`src/core/cmrt_cfg.svh`:
```
// constants of the counter mode routing and totalize block
`ifndef CMRT_CFG_SVH
`define CMRT_CFG_SVH
`define CMRT_CLK_MHZ 100
`define CMRT_CLK_PERIOD_NS (1000 / `CMRT_CLK_MHZ)
`define CMRT_ADDR_CTRL 8'h00
`define CMRT_ADDR_AVG 8'h04
`define CMRT_ADDR_GATE 8'h08
`define CMRT_ADDR_STAT 8'h0C
`define CMRT_ADDR_DISP 8'h10
`define CMRT_ADDR_ACCUM 8'h14
`define CMRT_CTRL_FUNC_LSB 0
`define CMRT_CTRL_FUNC_MSB 2
`define CMRT_CTRL_HOLD_BIT 4
`define CMRT_CTRL_CLR_BIT 5
`define CMRT_CTRL_LOCKOUT_BIT 6
`define CMRT_STAT_BLANK_BIT 0
`define CMRT_STAT_BUSY_BIT 1
`define CMRT_STAT_LOCK_BIT 2
`define CMRT_STAT_ARMED_BIT 3
`define CMRT_STAT_ROUTE_LSB 4
`define CMRT_STAT_ROUTE_MSB 7
`define CMRT_STAT_DP_BIT 8
`define CMRT_AVG_MAX 10'h3E8
`define CMRT_AVG_MIN 10'h001
`define CMRT_GATE_RST 32'h000F4240
`define CMRT_DIV_RATIO 4'hA
`define CMRT_DIV_HALF 4'h5
`define CMRT_MULT_FACTOR 32'h00000064
`define CMRT_MULT_MIN_PERIOD_NS 40000
`define CMRT_MULT_MAX_PERIOD_NS 100000000
`define CMRT_MULT_MIN_PERIOD_CYC \
  ((`CMRT_MULT_MIN_PERIOD_NS + `CMRT_CLK_PERIOD_NS - 1) / `CMRT_CLK_PERIOD_NS)
`define CMRT_MULT_MAX_PERIOD_CYC (`CMRT_MULT_MAX_PERIOD_NS / `CMRT_CLK_PERIOD_NS)
`define CMRT_RESP_OKAY 2'h0
`define CMRT_RESP_SLVERR 2'h2
`endif

```
`src/core/cmrt_pkg.sv`:
```
// types of the counter mode routing and totalize block
package cmrt_pkg;
  typedef enum logic [2:0] {
    func_freq_low, func_freq_high, func_period, func_width_pos, func_width_neg, func_totalize
  } cmrt_func_t;
  typedef enum logic [1:0] {w_arm, w_ready, w_meas} cmrt_wstate_t;
  typedef struct packed {
    logic direct_en;
    logic alt_en;
    logic presc_en_n;
    logic mult_en;
  } cmrt_route_t;
  typedef struct packed {
    cmrt_func_t func;
    logic hold;
    logic clr;
    logic lockout;
  } cmrt_ctrl_t;
endpackage

```
`src/core/cmrt_prescale.sv`:
```
// divide-by-ten prescaler on the conditioned input
`timescale 1ns/10ps
`include "cmrt_cfg.svh"
module cmrt_prescale (
  input wire logic aclk,
  input wire logic aresetn,
  input wire logic en_n,
  input wire logic sig,
  output logic div_q
);
  logic [3:0] cnt_q;
  logic prev_q;
  logic [3:0] cnt_nx;

  assign cnt_nx = (cnt_q == `CMRT_DIV_RATIO - 4'h1) ? 4'h0 : cnt_q + 4'h1;

  // edge history runs even while disabled so enabling never fakes an edge
  always_ff @(posedge aclk) begin
    if (!aresetn) begin
      prev_q <= 1'b0;
    end else begin
      prev_q <= sig;
    end
  end

  // output high for five input edges, low for five: one rise per ten
  always_ff @(posedge aclk) begin
    if (!aresetn || en_n) begin
      // parked on the last count so the first period after enable is ten edges long
      cnt_q <= `CMRT_DIV_RATIO - 4'h1;
      div_q <= 1'b0;
    end else if (sig && !prev_q) begin
      cnt_q <= cnt_nx;
      div_q <= (cnt_nx < `CMRT_DIV_HALF);
    end
  end
endmodule // cmrt_prescale

```
`src/core/cmrt_mult.sv`:
```
// times-hundred resolution multiplier, digital stand-in for the loop
`timescale 1ns/10ps
`include "cmrt_cfg.svh"
module cmrt_mult #(
  parameter int unsigned MAX_PERIOD_CYC = `CMRT_MULT_MAX_PERIOD_CYC
) (
  input wire logic aclk,
  input wire logic aresetn,
  input wire logic en,
  input wire logic sig_rise,
  output logic pulse_q,
  output logic in_range_q,
  output logic locked_q
);
  localparam logic [31:0] MinCyc = 32'(`CMRT_MULT_MIN_PERIOD_CYC);
  localparam logic [31:0] MaxCyc = 32'(MAX_PERIOD_CYC);
  logic [31:0] per_cnt_q;
  logic [31:0] period_q;
  logic [31:0] acc_q;
  logic [31:0] acc_nx;

  // input period in clocks; a stalled input falls out of range
  always_ff @(posedge aclk) begin
    if (!aresetn) begin
      per_cnt_q <= 32'h0;
      period_q <= 32'h0;
      in_range_q <= 1'b0;
    end else if (sig_rise) begin
      per_cnt_q <= 32'h0;
      period_q <= per_cnt_q + 32'h1;
      in_range_q <= (per_cnt_q + 32'h1 >= MinCyc) && (per_cnt_q + 32'h1 <= MaxCyc);
    end else if (per_cnt_q <= MaxCyc) begin
      per_cnt_q <= per_cnt_q + 32'h1;
    end else begin
      in_range_q <= 1'b0;
    end
  end

  assign acc_nx = acc_q + `CMRT_MULT_FACTOR;

  // hundred evenly spread pulses per measured input period
  always_ff @(posedge aclk) begin
    if (!aresetn || !en || !in_range_q) begin
      acc_q <= 32'h0;
      pulse_q <= 1'b0;
    end else if (acc_nx >= period_q) begin
      acc_q <= acc_nx - period_q;
      pulse_q <= 1'b1;
    end else begin
      acc_q <= acc_nx;
      pulse_q <= 1'b0;
    end
  end

  // lock shown only while the path is in use and the input is in range
  always_ff @(posedge aclk) begin
    if (!aresetn) begin
      locked_q <= 1'b0;
    end else begin
      locked_q <= en && in_range_q;
    end
  end
endmodule // cmrt_mult

```
`src/core/cmrt_top.sv`:
```
// counter input routing, width averaging, totalize and register slave
//
// The placing of the registers and register access over AXI4-Lite are this design's own decisions.
`timescale 1ns/10ps
`include "cmrt_cfg.svh"
// Contract
// - width averaging over a chosen event count, at most 1000 per result
// - width modes arm on a first pulse, then measure the next pulses
// - totalize counts every event, total kept until reset or function change
// - totalize result is a whole number with no decimal point
// - in totalize only reset and freeze affect the display, averaging ignored
// - freeze in totalize holds only the display, the total keeps counting
// - freeze release loads the display from the total, then it follows
// - input reaches the counter over exactly one of four paths
// - negative width uses the alternate direct path instead of the normal one
// - above 10 MHz both direct paths are off, only the prescaler feeds
// - prescaler gives one output edge per ten input edges
// - prescaler enable is active low, only in high band frequency function
// - low band inputs from 10 Hz to 25 kHz go through the multiplier
// - routed signal drives event inputs A and B together
// - positive width starts on A rising and stops on B falling
// - reset clears the counter and blanks the display
// - freeze outside totalize stops counting and keeps the last result
module cmrt_top #(
  parameter int unsigned MULT_MAX_PERIOD_CYC = `CMRT_MULT_MAX_PERIOD_CYC
) (
  input wire logic aclk,
  input wire logic aresetn,
  input wire logic sig_in,
  input wire logic [7:0] s_axi_awaddr,
  input wire logic s_axi_awvalid,
  output logic s_axi_awready,
  input wire logic [31:0] s_axi_wdata,
  input wire logic [3:0] s_axi_wstrb,
  input wire logic s_axi_wvalid,
  output logic s_axi_wready,
  output logic [1:0] s_axi_bresp,
  output logic s_axi_bvalid,
  input wire logic s_axi_bready,
  input wire logic [7:0] s_axi_araddr,
  input wire logic s_axi_arvalid,
  output logic s_axi_arready,
  output logic [31:0] s_axi_rdata,
  output logic [1:0] s_axi_rresp,
  output logic s_axi_rvalid,
  input wire logic s_axi_rready,
  output cmrt_pkg::cmrt_route_t route_q,
  output logic event_a_q,
  output logic event_b_q,
  output logic [31:0] display_q,
  output logic display_blank_q,
  output logic display_point_en_q,
  output logic gate_busy_q,
  output logic mult_lock_q
);
  // merge write strobes into a stored word
  function automatic logic [31:0] apply_strb(input logic [31:0] old, input logic [31:0] nw,
                                             input logic [3:0] strb);
    logic [31:0] r;
    r = old;
    for (int i = 0; i < 4; i++) begin
      if (strb[i]) begin
        r[i*8 +: 8] = nw[i*8 +: 8];
      end
    end
    return r;
  endfunction

  // one-hot path choice from function and input range
  function automatic cmrt_pkg::cmrt_route_t route_of(input cmrt_pkg::cmrt_func_t f,
                                                     input logic mult_ok);
    cmrt_pkg::cmrt_route_t r;
    r = '{direct_en: 1'b1, alt_en: 1'b0, presc_en_n: 1'b1, mult_en: 1'b0};
    case (f)
      cmrt_pkg::func_width_neg: begin
        r.direct_en = 1'b0;
        r.alt_en = 1'b1;
      end
      cmrt_pkg::func_freq_high: begin
        r.direct_en = 1'b0;
        r.presc_en_n = 1'b0;
      end
      cmrt_pkg::func_freq_low: begin
        if (mult_ok) begin
          r.direct_en = 1'b0;
          r.mult_en = 1'b1;
        end
      end
      default: begin
      end
    endcase
    return r;
  endfunction

  cmrt_pkg::cmrt_ctrl_t ctrl_q;
  cmrt_pkg::cmrt_func_t func_prev_q;
  cmrt_pkg::cmrt_wstate_t wst_q;
  logic [9:0] avg_q;
  logic [31:0] gate_q;
  logic [31:0] count_q;
  logic [31:0] count_inc;
  logic [31:0] gate_cnt_q;
  logic [9:0] ev_cnt_q;
  logic sig_s1_q, sig_s2_q, sig_s3_q, sig_q, sig_prev_q;
  logic a_prev_q, b_prev_q, a_rise, b_fall, routed, func_chg, tot;
  logic presc_out, mult_pulse, mult_in_range, mult_locked;
  logic aw_have_q, w_have_q, ar_have_q, do_write;
  logic aw_have_d, w_have_d, ar_have_d, bvalid_d, rvalid_d;
  logic [7:0] awaddr_q;
  logic [31:0] wdata_q;
  logic [3:0] wstrb_q;
  logic [31:0] rd_word;
  logic rd_hit;
  logic [31:0] ctrl_word;
  logic [31:0] avg_word;

  // three stages; a change counts once the last two agree
  always_ff @(posedge aclk) begin
    if (!aresetn) begin
      sig_s1_q <= 1'b0;
      sig_s2_q <= 1'b0;
      sig_s3_q <= 1'b0;
      sig_q <= 1'b0;
      sig_prev_q <= 1'b0;
    end else begin
      sig_s1_q <= sig_in;
      sig_s2_q <= sig_s1_q;
      sig_s3_q <= sig_s2_q;
      sig_q <= (sig_s2_q == sig_s3_q) ? sig_s3_q : sig_q;
      sig_prev_q <= sig_q;
    end
  end

  cmrt_prescale u_presc (
    .aclk(aclk),
    .aresetn(aresetn),
    .en_n(route_q.presc_en_n),
    .sig(sig_q),
    .div_q(presc_out)
  );

  cmrt_mult #(
    .MAX_PERIOD_CYC(MULT_MAX_PERIOD_CYC)
  ) u_mult (
    .aclk(aclk),
    .aresetn(aresetn),
    .en(route_q.mult_en),
    .sig_rise(sig_q && !sig_prev_q),
    .pulse_q(mult_pulse),
    .in_range_q(mult_in_range),
    .locked_q(mult_locked)
  );

  // registered path enables, decoded from function, multiplier range and lockout, always one-hot
  always_ff @(posedge aclk) begin
    if (!aresetn) begin
      route_q <= '{direct_en: 1'b1, alt_en: 1'b0, presc_en_n: 1'b1, mult_en: 1'b0};
      mult_lock_q <= 1'b0;
    end else begin
      route_q <= route_of(ctrl_q.func, mult_in_range && !ctrl_q.lockout);
      mult_lock_q <= mult_locked;
    end
  end

  // the one enabled path feeds the counting core
  always_comb begin
    routed = 1'b0;
    case (1'b1)
      route_q.direct_en: routed = sig_q;
      route_q.alt_en: routed = !sig_q;
      !route_q.presc_en_n: routed = presc_out;
      route_q.mult_en: routed = mult_pulse;
      default: routed = 1'b0;
    endcase
  end

  // both event inputs see the same routed signal
  always_ff @(posedge aclk) begin
    if (!aresetn) begin
      event_a_q <= 1'b0;
      event_b_q <= 1'b0;
      a_prev_q <= 1'b0;
      b_prev_q <= 1'b0;
    end else begin
      event_a_q <= routed;
      event_b_q <= routed;
      a_prev_q <= event_a_q;
      b_prev_q <= event_b_q;
    end
  end

  assign a_rise = event_a_q && !a_prev_q;
  assign b_fall = !event_b_q && b_prev_q;
  assign func_chg = (ctrl_q.func != func_prev_q);
  assign tot = (ctrl_q.func == cmrt_pkg::func_totalize);
  assign count_inc = count_q + {31'h0, a_rise};

  // function history, a change restarts the measurement
  always_ff @(posedge aclk) begin
    if (!aresetn) begin
      func_prev_q <= cmrt_pkg::func_freq_low;
      display_point_en_q <= 1'b1;
    end else begin
      func_prev_q <= ctrl_q.func;
      display_point_en_q <= !tot;
    end
  end

  // counting core; hold freezes all but the totalize accumulator and the busy flag, which it clears outside totalize
  always_ff @(posedge aclk) begin
    if (!aresetn || ctrl_q.clr || func_chg) begin
      count_q <= 32'h0;
      gate_cnt_q <= 32'h0;
      ev_cnt_q <= 10'h0;
      wst_q <= cmrt_pkg::w_arm;
      display_q <= 32'h0;
      display_blank_q <= 1'b1;
      gate_busy_q <= 1'b0;
    end else if (tot) begin
      count_q <= count_inc;
      gate_busy_q <= 1'b1;
      if (!ctrl_q.hold) begin
        display_q <= count_inc;
        display_blank_q <= 1'b0;
      end
    end else if (ctrl_q.hold) begin
      gate_busy_q <= 1'b0;
    end else begin
      case (ctrl_q.func)
        cmrt_pkg::func_period: begin
          gate_busy_q <= (wst_q == cmrt_pkg::w_meas);
          if (wst_q != cmrt_pkg::w_meas) begin
            if (a_rise) begin
              wst_q <= cmrt_pkg::w_meas;
              count_q <= 32'h0;
              ev_cnt_q <= 10'h0;
            end
          end else if (a_rise && (ev_cnt_q + 10'h1 >= avg_q)) begin
            display_q <= count_q + 32'h1;
            display_blank_q <= 1'b0;
            count_q <= 32'h0;
            ev_cnt_q <= 10'h0;
          end else begin
            count_q <= count_q + 32'h1;
            ev_cnt_q <= ev_cnt_q + {9'h0, a_rise};
          end
        end
        cmrt_pkg::func_width_pos, cmrt_pkg::func_width_neg: begin
          gate_busy_q <= (wst_q != cmrt_pkg::w_arm);
          case (wst_q)
            cmrt_pkg::w_arm: begin
              if (b_fall) begin
                wst_q <= cmrt_pkg::w_ready;
              end
            end
            cmrt_pkg::w_ready: begin
              if (a_rise) begin
                wst_q <= cmrt_pkg::w_meas;
              end
            end
            cmrt_pkg::w_meas: begin
              if (b_fall) begin
                wst_q <= cmrt_pkg::w_ready;
                if (ev_cnt_q + 10'h1 >= avg_q) begin
                  display_q <= count_q + 32'h1;
                  display_blank_q <= 1'b0;
                  count_q <= 32'h0;
                  ev_cnt_q <= 10'h0;
                end else begin
                  count_q <= count_q + 32'h1;
                  ev_cnt_q <= ev_cnt_q + 10'h1;
                end
              end else begin
                count_q <= count_q + 32'h1;
              end
            end
            default: wst_q <= cmrt_pkg::w_arm;
          endcase
        end
        default: begin
          // frequency: events counted over a gate of programmed clocks
          gate_busy_q <= 1'b1;
          if (gate_cnt_q + 32'h1 >= gate_q) begin
            display_q <= count_inc;
            display_blank_q <= 1'b0;
            count_q <= 32'h0;
            gate_cnt_q <= 32'h0;
          end else begin
            count_q <= count_inc;
            gate_cnt_q <= gate_cnt_q + 32'h1;
          end
        end
      endcase
    end
  end

  // write channel bookkeeping; address and data may come in either order
  assign do_write = aw_have_q && w_have_q && !s_axi_bvalid;
  assign aw_have_d = (s_axi_awvalid && s_axi_awready) || (aw_have_q && !do_write);
  assign w_have_d = (s_axi_wvalid && s_axi_wready) || (w_have_q && !do_write);
  assign bvalid_d = do_write || (s_axi_bvalid && !s_axi_bready);
  assign ar_have_d = s_axi_arvalid && s_axi_arready;
  assign rvalid_d = ar_have_q || (s_axi_rvalid && !s_axi_rready);

  always_ff @(posedge aclk) begin
    if (!aresetn) begin
      aw_have_q <= 1'b0;
      w_have_q <= 1'b0;
      s_axi_awready <= 1'b0;
      s_axi_wready <= 1'b0;
      s_axi_bvalid <= 1'b0;
      s_axi_bresp <= `CMRT_RESP_OKAY;
      awaddr_q <= 8'h00;
      wdata_q <= 32'h0;
      wstrb_q <= 4'h0;
    end else begin
      aw_have_q <= aw_have_d;
      w_have_q <= w_have_d;
      s_axi_awready <= !aw_have_d && !bvalid_d;
      s_axi_wready <= !w_have_d && !bvalid_d;
      s_axi_bvalid <= bvalid_d;
      if (s_axi_awvalid && s_axi_awready) begin
        awaddr_q <= s_axi_awaddr;
      end
      if (s_axi_wvalid && s_axi_wready) begin
        wdata_q <= s_axi_wdata;
        wstrb_q <= s_axi_wstrb;
      end
      if (do_write) begin
        s_axi_bresp <= (awaddr_q <= `CMRT_ADDR_ACCUM && awaddr_q[1:0] == 2'h0) ?
                       `CMRT_RESP_OKAY : `CMRT_RESP_SLVERR;
      end
    end
  end

  // written words merged with current settings before clamping
  assign ctrl_word = apply_strb({25'h0, ctrl_q.lockout, ctrl_q.clr, ctrl_q.hold, 1'b0,
                                 ctrl_q.func}, wdata_q, wstrb_q);
  assign avg_word = apply_strb({22'h0, avg_q}, wdata_q, wstrb_q);

  // software settings; averaging clamped to one through a thousand
  always_ff @(posedge aclk) begin
    if (!aresetn) begin
      ctrl_q <= '{func: cmrt_pkg::func_freq_low, hold: 1'b0, clr: 1'b0, lockout: 1'b0};
      avg_q <= `CMRT_AVG_MIN;
      gate_q <= `CMRT_GATE_RST;
    end else if (do_write) begin
      case (awaddr_q)
        `CMRT_ADDR_CTRL: begin
          ctrl_q.func <= cmrt_pkg::cmrt_func_t'(ctrl_word[`CMRT_CTRL_FUNC_MSB:`CMRT_CTRL_FUNC_LSB]);
          ctrl_q.hold <= ctrl_word[`CMRT_CTRL_HOLD_BIT];
          ctrl_q.clr <= ctrl_word[`CMRT_CTRL_CLR_BIT];
          ctrl_q.lockout <= ctrl_word[`CMRT_CTRL_LOCKOUT_BIT];
        end
        `CMRT_ADDR_AVG: begin
          if (avg_word > {22'h0, `CMRT_AVG_MAX}) begin
            avg_q <= `CMRT_AVG_MAX;
          end else if (avg_word == 32'h0) begin
            avg_q <= `CMRT_AVG_MIN;
          end else begin
            avg_q <= avg_word[9:0];
          end
        end
        `CMRT_ADDR_GATE: begin
          gate_q <= (apply_strb(gate_q, wdata_q, wstrb_q) == 32'h0) ? 32'h1 :
                    apply_strb(gate_q, wdata_q, wstrb_q);
        end
        default: begin
        end
      endcase
    end
  end

  // read decode; unmapped words answer zero with an error response
  always_comb begin
    rd_word = 32'h0;
    rd_hit = 1'b1;
    case (s_axi_araddr)
      `CMRT_ADDR_CTRL: rd_word = {25'h0, ctrl_q.lockout, ctrl_q.clr, ctrl_q.hold, 1'b0,
                                  ctrl_q.func};
      `CMRT_ADDR_AVG: rd_word = {22'h0, avg_q};
      `CMRT_ADDR_GATE: rd_word = gate_q;
      `CMRT_ADDR_STAT: begin
        rd_word[`CMRT_STAT_BLANK_BIT] = display_blank_q;
        rd_word[`CMRT_STAT_BUSY_BIT] = gate_busy_q;
        rd_word[`CMRT_STAT_LOCK_BIT] = mult_lock_q;
        rd_word[`CMRT_STAT_ARMED_BIT] = (wst_q != cmrt_pkg::w_arm);
        rd_word[`CMRT_STAT_ROUTE_MSB:`CMRT_STAT_ROUTE_LSB] = route_q;
        rd_word[`CMRT_STAT_DP_BIT] = display_point_en_q;
      end
      `CMRT_ADDR_DISP: rd_word = display_q;
      `CMRT_ADDR_ACCUM: rd_word = count_q;
      default: rd_hit = 1'b0;
    endcase
  end

  always_ff @(posedge aclk) begin
    if (!aresetn) begin
      ar_have_q <= 1'b0;
      s_axi_arready <= 1'b0;
      s_axi_rvalid <= 1'b0;
      s_axi_rdata <= 32'h0;
      s_axi_rresp <= `CMRT_RESP_OKAY;
    end else begin
      ar_have_q <= ar_have_d;
      s_axi_arready <= !ar_have_d && !rvalid_d;
      s_axi_rvalid <= rvalid_d;
      if (ar_have_d) begin
        s_axi_rdata <= rd_word;
        s_axi_rresp <= rd_hit ? `CMRT_RESP_OKAY : `CMRT_RESP_SLVERR;
      end
    end
  end

  AST_ROUTE_ONEHOT: assert property (@(posedge aclk) disable iff (!aresetn)
    $onehot({route_q.direct_en, route_q.alt_en, !route_q.presc_en_n, route_q.mult_en}))
    else $error("routing paths not exactly one");
  AST_NEG_ALT: assert property (@(posedge aclk) disable iff (!aresetn)
    (ctrl_q.func == cmrt_pkg::func_width_neg) |=> (route_q.alt_en && !route_q.direct_en))
    else $error("negative width not on alternate path");
  AST_HIGH_PRESC: assert property (@(posedge aclk) disable iff (!aresetn)
    (ctrl_q.func == cmrt_pkg::func_freq_high) |=>
    (!route_q.presc_en_n && !route_q.direct_en && !route_q.alt_en))
    else $error("high band not through prescaler only");
  AST_EVENT_AB: assert property (@(posedge aclk) disable iff (!aresetn)
    event_a_q == event_b_q) else $error("event inputs differ");
  AST_TOT_COUNT: assert property (@(posedge aclk) disable iff (!aresetn)
    (tot && !ctrl_q.clr && !func_chg && a_rise) |=> (count_q == $past(count_q) + 32'h1))
    else $error("totalize missed an event");
  AST_TOT_FOLLOW: assert property (@(posedge aclk) disable iff (!aresetn)
    (tot && !ctrl_q.hold && !ctrl_q.clr && !func_chg) |=> (display_q == count_q))
    else $error("totalize display not following total");
  AST_TOT_FREEZE: assert property (@(posedge aclk) disable iff (!aresetn)
    (tot && ctrl_q.hold && !ctrl_q.clr && !func_chg) |=> $stable(display_q))
    else $error("frozen totalize display moved");
  AST_CLR_BLANK: assert property (@(posedge aclk) disable iff (!aresetn)
    ctrl_q.clr |=> (count_q == 32'h0 && display_q == 32'h0 && display_blank_q))
    else $error("reset did not clear and blank");
  AST_HOLD_STOP: assert property (@(posedge aclk) disable iff (!aresetn)
    (!tot && ctrl_q.hold && !ctrl_q.clr && !func_chg) |=> ($stable(count_q) && $stable(display_q)))
    else $error("hold did not stop the counter");
  AST_AVG_RANGE: assert property (@(posedge aclk) disable iff (!aresetn)
    (avg_q >= `CMRT_AVG_MIN) && (avg_q <= `CMRT_AVG_MAX)) else $error("averaging out of range");
  AST_WIDTH_ARM: assert property (@(posedge aclk) disable iff (!aresetn)
    ((ctrl_q.func == cmrt_pkg::func_width_pos || ctrl_q.func == cmrt_pkg::func_width_neg) &&
     wst_q == cmrt_pkg::w_arm) |=> (wst_q != cmrt_pkg::w_meas))
    else $error("width measured without arming");
endmodule // cmrt_top

```
`config.mk`:
```
export PLATFORM = sky130hd
export DESIGN_NAME = cmrt_top
export DESIGN_NICKNAME = d
export VERILOG_FILES = /design/src/core/cmrt_pkg.sv /design/src/core/cmrt_prescale.sv /design/src/core/cmrt_mult.sv /design/src/core/cmrt_top.sv
export VERILOG_INCLUDE_DIRS = /design/src /design/src/core
export SDC_FILE = /design/constraint.sdc
export NUM_CORES = 1
export LEC_CHECK = 0
export ABC_CLOCK_PERIOD_IN_PS = 9900
export BUFFER_PORTS_ARGS = -buffer_cell sky130_fd_sc_hd__buf_2
export CAP_MARGIN = 5
export CORE_ASPECT_RATIO = 1.75
export CORE_MARGIN = 2
export CORE_UTILIZATION = 67
export CTS_CLUSTER_DIAMETER = 200
export DETAILED_ROUTE_END_ITERATION = 12
export PLACE_DENSITY = 0.91
export SLEW_MARGIN = 15
export SYNTH_ARGS = -nofsm -noshare
export SYNTH_HDL_FRONTEND = slang
export SYNTH_SLANG_ARGS = --single-unit
```
`constraint.sdc`:
```
create_clock -name aclk -period 9.9 [get_ports aclk]
set_clock_uncertainty 0.1 [all_clocks]
set_input_delay 1.98 -clock aclk [delete_from_list [all_inputs] [get_ports aclk]]
set_output_delay 1.98 -clock aclk [all_outputs]
set_load 0.01 [all_outputs]
```
==> results.md <==
* DRT iter0 DRCs at 2137
* Count of input and output buffers at between 100 and 150
* Remaining Overflow, GRT at 0
* Final number of max-transition violations at 0
* DIE AREA at 0.03467 sq mm
* Hold Vio Cnt, Final at 0
* Max Cap Viol at 0
* Critical Path Start: gate_cnt_q[6]
* Detailed Route WL at about 75000 um
* Routed Antenna Nets at 0
* GRT Util Overall at 42.20%
* Slew margin rel. at 16.52%
* CTS tree: built
* Ys flop type: dfxtp_1
* Leak Pwr at around 9.6 nW
* Die width at between 100 and 150 um
* Mapped Area at between 0.02 and 0.025 sq mm
* Async set or reset register ratio after synthesis at 0%
* Startpoint Class: flip-flop
* Placed insts at 3226
* I/O pin count at around 140
* Hold Buf Count CTS at 0
* Switch share at a little under a quarter
* Hold_ws at 0.3294 ns
* Initial Util at 67.67%
* Critical path class: reg -> reg
* Minimum clock period at 5.874 ns
* Crit-path max FO at 18
* HP Class: reg -> reg
* Flop pwr share at 49.4%
* CTS Root Cell: clkbuf_16
* Drt pass-1 iters at 9
* Sequential cell area fraction in the yosys report at between 30 and 40%
* Net count, final at 3004
* RSZ-0062 raised after global routing: no
* Final setup viols at 0
* Power density cells at 126.7 mW/mm^2
* Initial antenna violation count at 3
* Synth Instances at 2864
* Hold depth at 1
* Gpl congestion at 1.005
* TritonCTS buffer count at 35
* Clock buffer depth at 3
* Fill count at 2527
* Critical path capture point type: flip-flop
* Status: finished clean
* Fmax at around 0.17 GHz
* Most frequent cells in the layout: nand2_1 (389), dfxtp_1 (364), nor2_1 (190)
* Area grow syn2layout at 7.894%
* Seq cells post-synth at 364
* Post-CTS sizing at 0
* P_int at approximately 2.3 mW
* Syn avg cell area at a little under 8 sq um
* Vias in the first global route at 22180
* DP HPWL at 53700 um
* DRC viols at 0
* Count of cell types in the netlist at 77
* EDFF count, synth at 0
* R2r setup slk at 4.03 ns
* Yosys warns at 0
* Drt via density at 6.871
* Clock sink count at 364
* Register area at 0.007287 sq mm
* Die Y-Extent at 244.8 um
* Clock Power Share at 45.5%
* Htree depth at 2
* Fin crit share at 59.33%
* Clock Pin Slew Worst Setup and Hold Paths at ~0.07 ns
* Core footprint at between 0.03 and 0.04 sq mm
* Setup TNS at 0 ns
* Row count at 88
* Largest net degree at the start of global routing at 118
* Hold Path End: s_axi_arready
* Critical R2R Launch: gate_cnt_q[6]
* Share of layout cells above drive strength 1 at 9.025%
* Data required, critical path at 10.29 ns
* Tightest Pin Transition at between 1 and 1.5 ns
* R2r worst-path depth at 16
* Crit path DAT at approximately 6.3 ns
* Routed wire length per instance at around 23 um
* Area taken by multi-input logic gates at 0.01375 sq mm
* Combinational share of power at under 10%
* Post-Layout Cell Count at around 3300
* Clk Latency, worst-skew pair at 0.56 ns
* FF-to-FF End: count_q[16]
* Hold Crit Start: ar_have_q
* First-pass GRT wire length at 115700 um
* Psw at 0.7253 mW
* Vias post-DR at 22580
* Most common cell after layout, fill and taps aside: nand2_1
* Setup repair bufs after CTS at 0
* VDD IR-drop max at 0.1662 mV
==> critical path: stages (launching register included) <==
cell and delay (ns):
dfxtp_1 0.44, and4_1 0.31, nand4_1 0.19, nor4_1 0.76, and3_1 0.40, nand3_1 0.13, xnor2_1 0.21, ha_1 0.29
a211oi_1 0.29, o211ai_1 0.13, o221ai_1 0.19, o2111a_1 0.30, o2111a_1 0.70, nor2_1 0.36, buf_4 0.31, o32ai_1 0.45
mux2_2 0.23
==> synthesized netlist by cell type (all sizes together), types with 6 or more instances <==
cell	number	area, sq um
nand2	390	1464
dfxtp	364	7287
nor2	190	713.2
clkbuf	173	650.6
a21oi	168	840.8
o21ai	155	775.7
inv	108	405.4
xnor2	107	937.2
nand3	101	505.5
ha	85	1064
a21boi	78	585.6
and3	70	437.9
nor3	61	310.3
xor2	55	481.7
nand4	51	319.1
mux2i	49	490.5
a31oi	47	294.0
a22oi	42	315.3
a211oi	39	292.8
nor2b	34	212.7
or3	34	212.7
buf	33	175.2
o211a	33	330.3
nor4	30	187.7
and2	28	175.2
nand2b	28	175.2
a22o	26	227.7
nand3b	23	172.7
o211ai	22	165.2
o31ai	22	165.2
or4	18	135.1
o22ai	16	100.1
a21o	15	112.6
o21a	15	112.6
or2	13	81.33
nor3b	10	80.07
o311ai	10	87.58
a31o	9	78.83
o2111ai	9	78.83
a221oi	7	61.31
o221a	7	78.83
a2111oi	6	52.55
and4	6	52.55
o41ai	6	52.55
==> state kept, by name, indices dropped and copies added, names as in the netlist, 32 cells and up <==
register	cells
count_q	32
display_q	32
gate_cnt_q	32
gate_q	32
s_axi_rdata	32
u_mult.acc_q	32
u_mult.per_cnt_q	32
u_mult.period_q	32
wdata_q	32
==> logic make-up (layout without fill, tap and decap cells) <==
family	after synthesis	count (layout)	share of synthesized area [%]
DFF	364	364	32.82
muxes	53	53	2.412
buffers and inverters	314	330	5.545
xor gates and xnor gates	162	162	6.390
AOI/OAI and AO/OA	787	787	23.91
and+or+nand+nor	1097	1097	24.03
adders and majority gates	86	86	4.880
other	1	3	0.01689
==> power by group through the flow <==
stage	logic, mW	clock network (mW)	registers, mW
3_3_place_gp	0.143	0	1.53
6_report	0.152	1.38	1.50
4_1_cts	0.149	1.38	1.50
3_5_place_dp	0.148	0	1.53
2_1_floorplan	0.104	0	1.53
5_1_grt	0.164	1.44	1.50
==> per-layer routing <==
metal	routed length, um	global-route usage [%]	vias up
li1	-	-	10290
met1	24100	40.70	10490
met2	35790	72.64	1290
met3	6163	9.345	502
met4	8662	41.09	4
met5	20	0	-
==> worst max-delay path by stage <==
| stage | end | depth (start not counted) |
|---|---|---|
| 6_report | count_q[16] | 16 |
| 3_3_place_gp | display_q[16] | 17 |
| 5_1_grt | display_q[2] | 16 |
| 4_1_cts | display_q[4] | 16 |
| 2_1_floorplan | display_q[0] | 19 |
| 3_5_place_dp | display_q[4] | 16 |
==> per-stage QoR <==
stage | power, mW | setup WS, ns | util [%] | instance area [sq um]
global placement | 1.675 | 4.480 | 69.52 | 22810
CTS | 3.033 | 4.172 | 72.99 | 23950
detailed placement | 1.681 | 4.243 | 69.52 | 22810
global route | 3.110 | 3.621 | 73.02 | 23960
floorplan | 1.631 | 5.406 | - | 22210
finish | 3.036 | 4.026 | 73.02 | 23960
==> layout make-up <==
class                      instances  share of cell area, %
antenna                            1                0.01044
timing repair buffer             162                  3.624
multi-input combinational       2187                  57.40
sequential                       364                  30.42
inverter                         108                  1.692
tap                              405                  2.115
clock buffer                      46                  4.042
clock inverter                    14                 0.7050
Note: power is estimated with default switching activity, not from simulation.
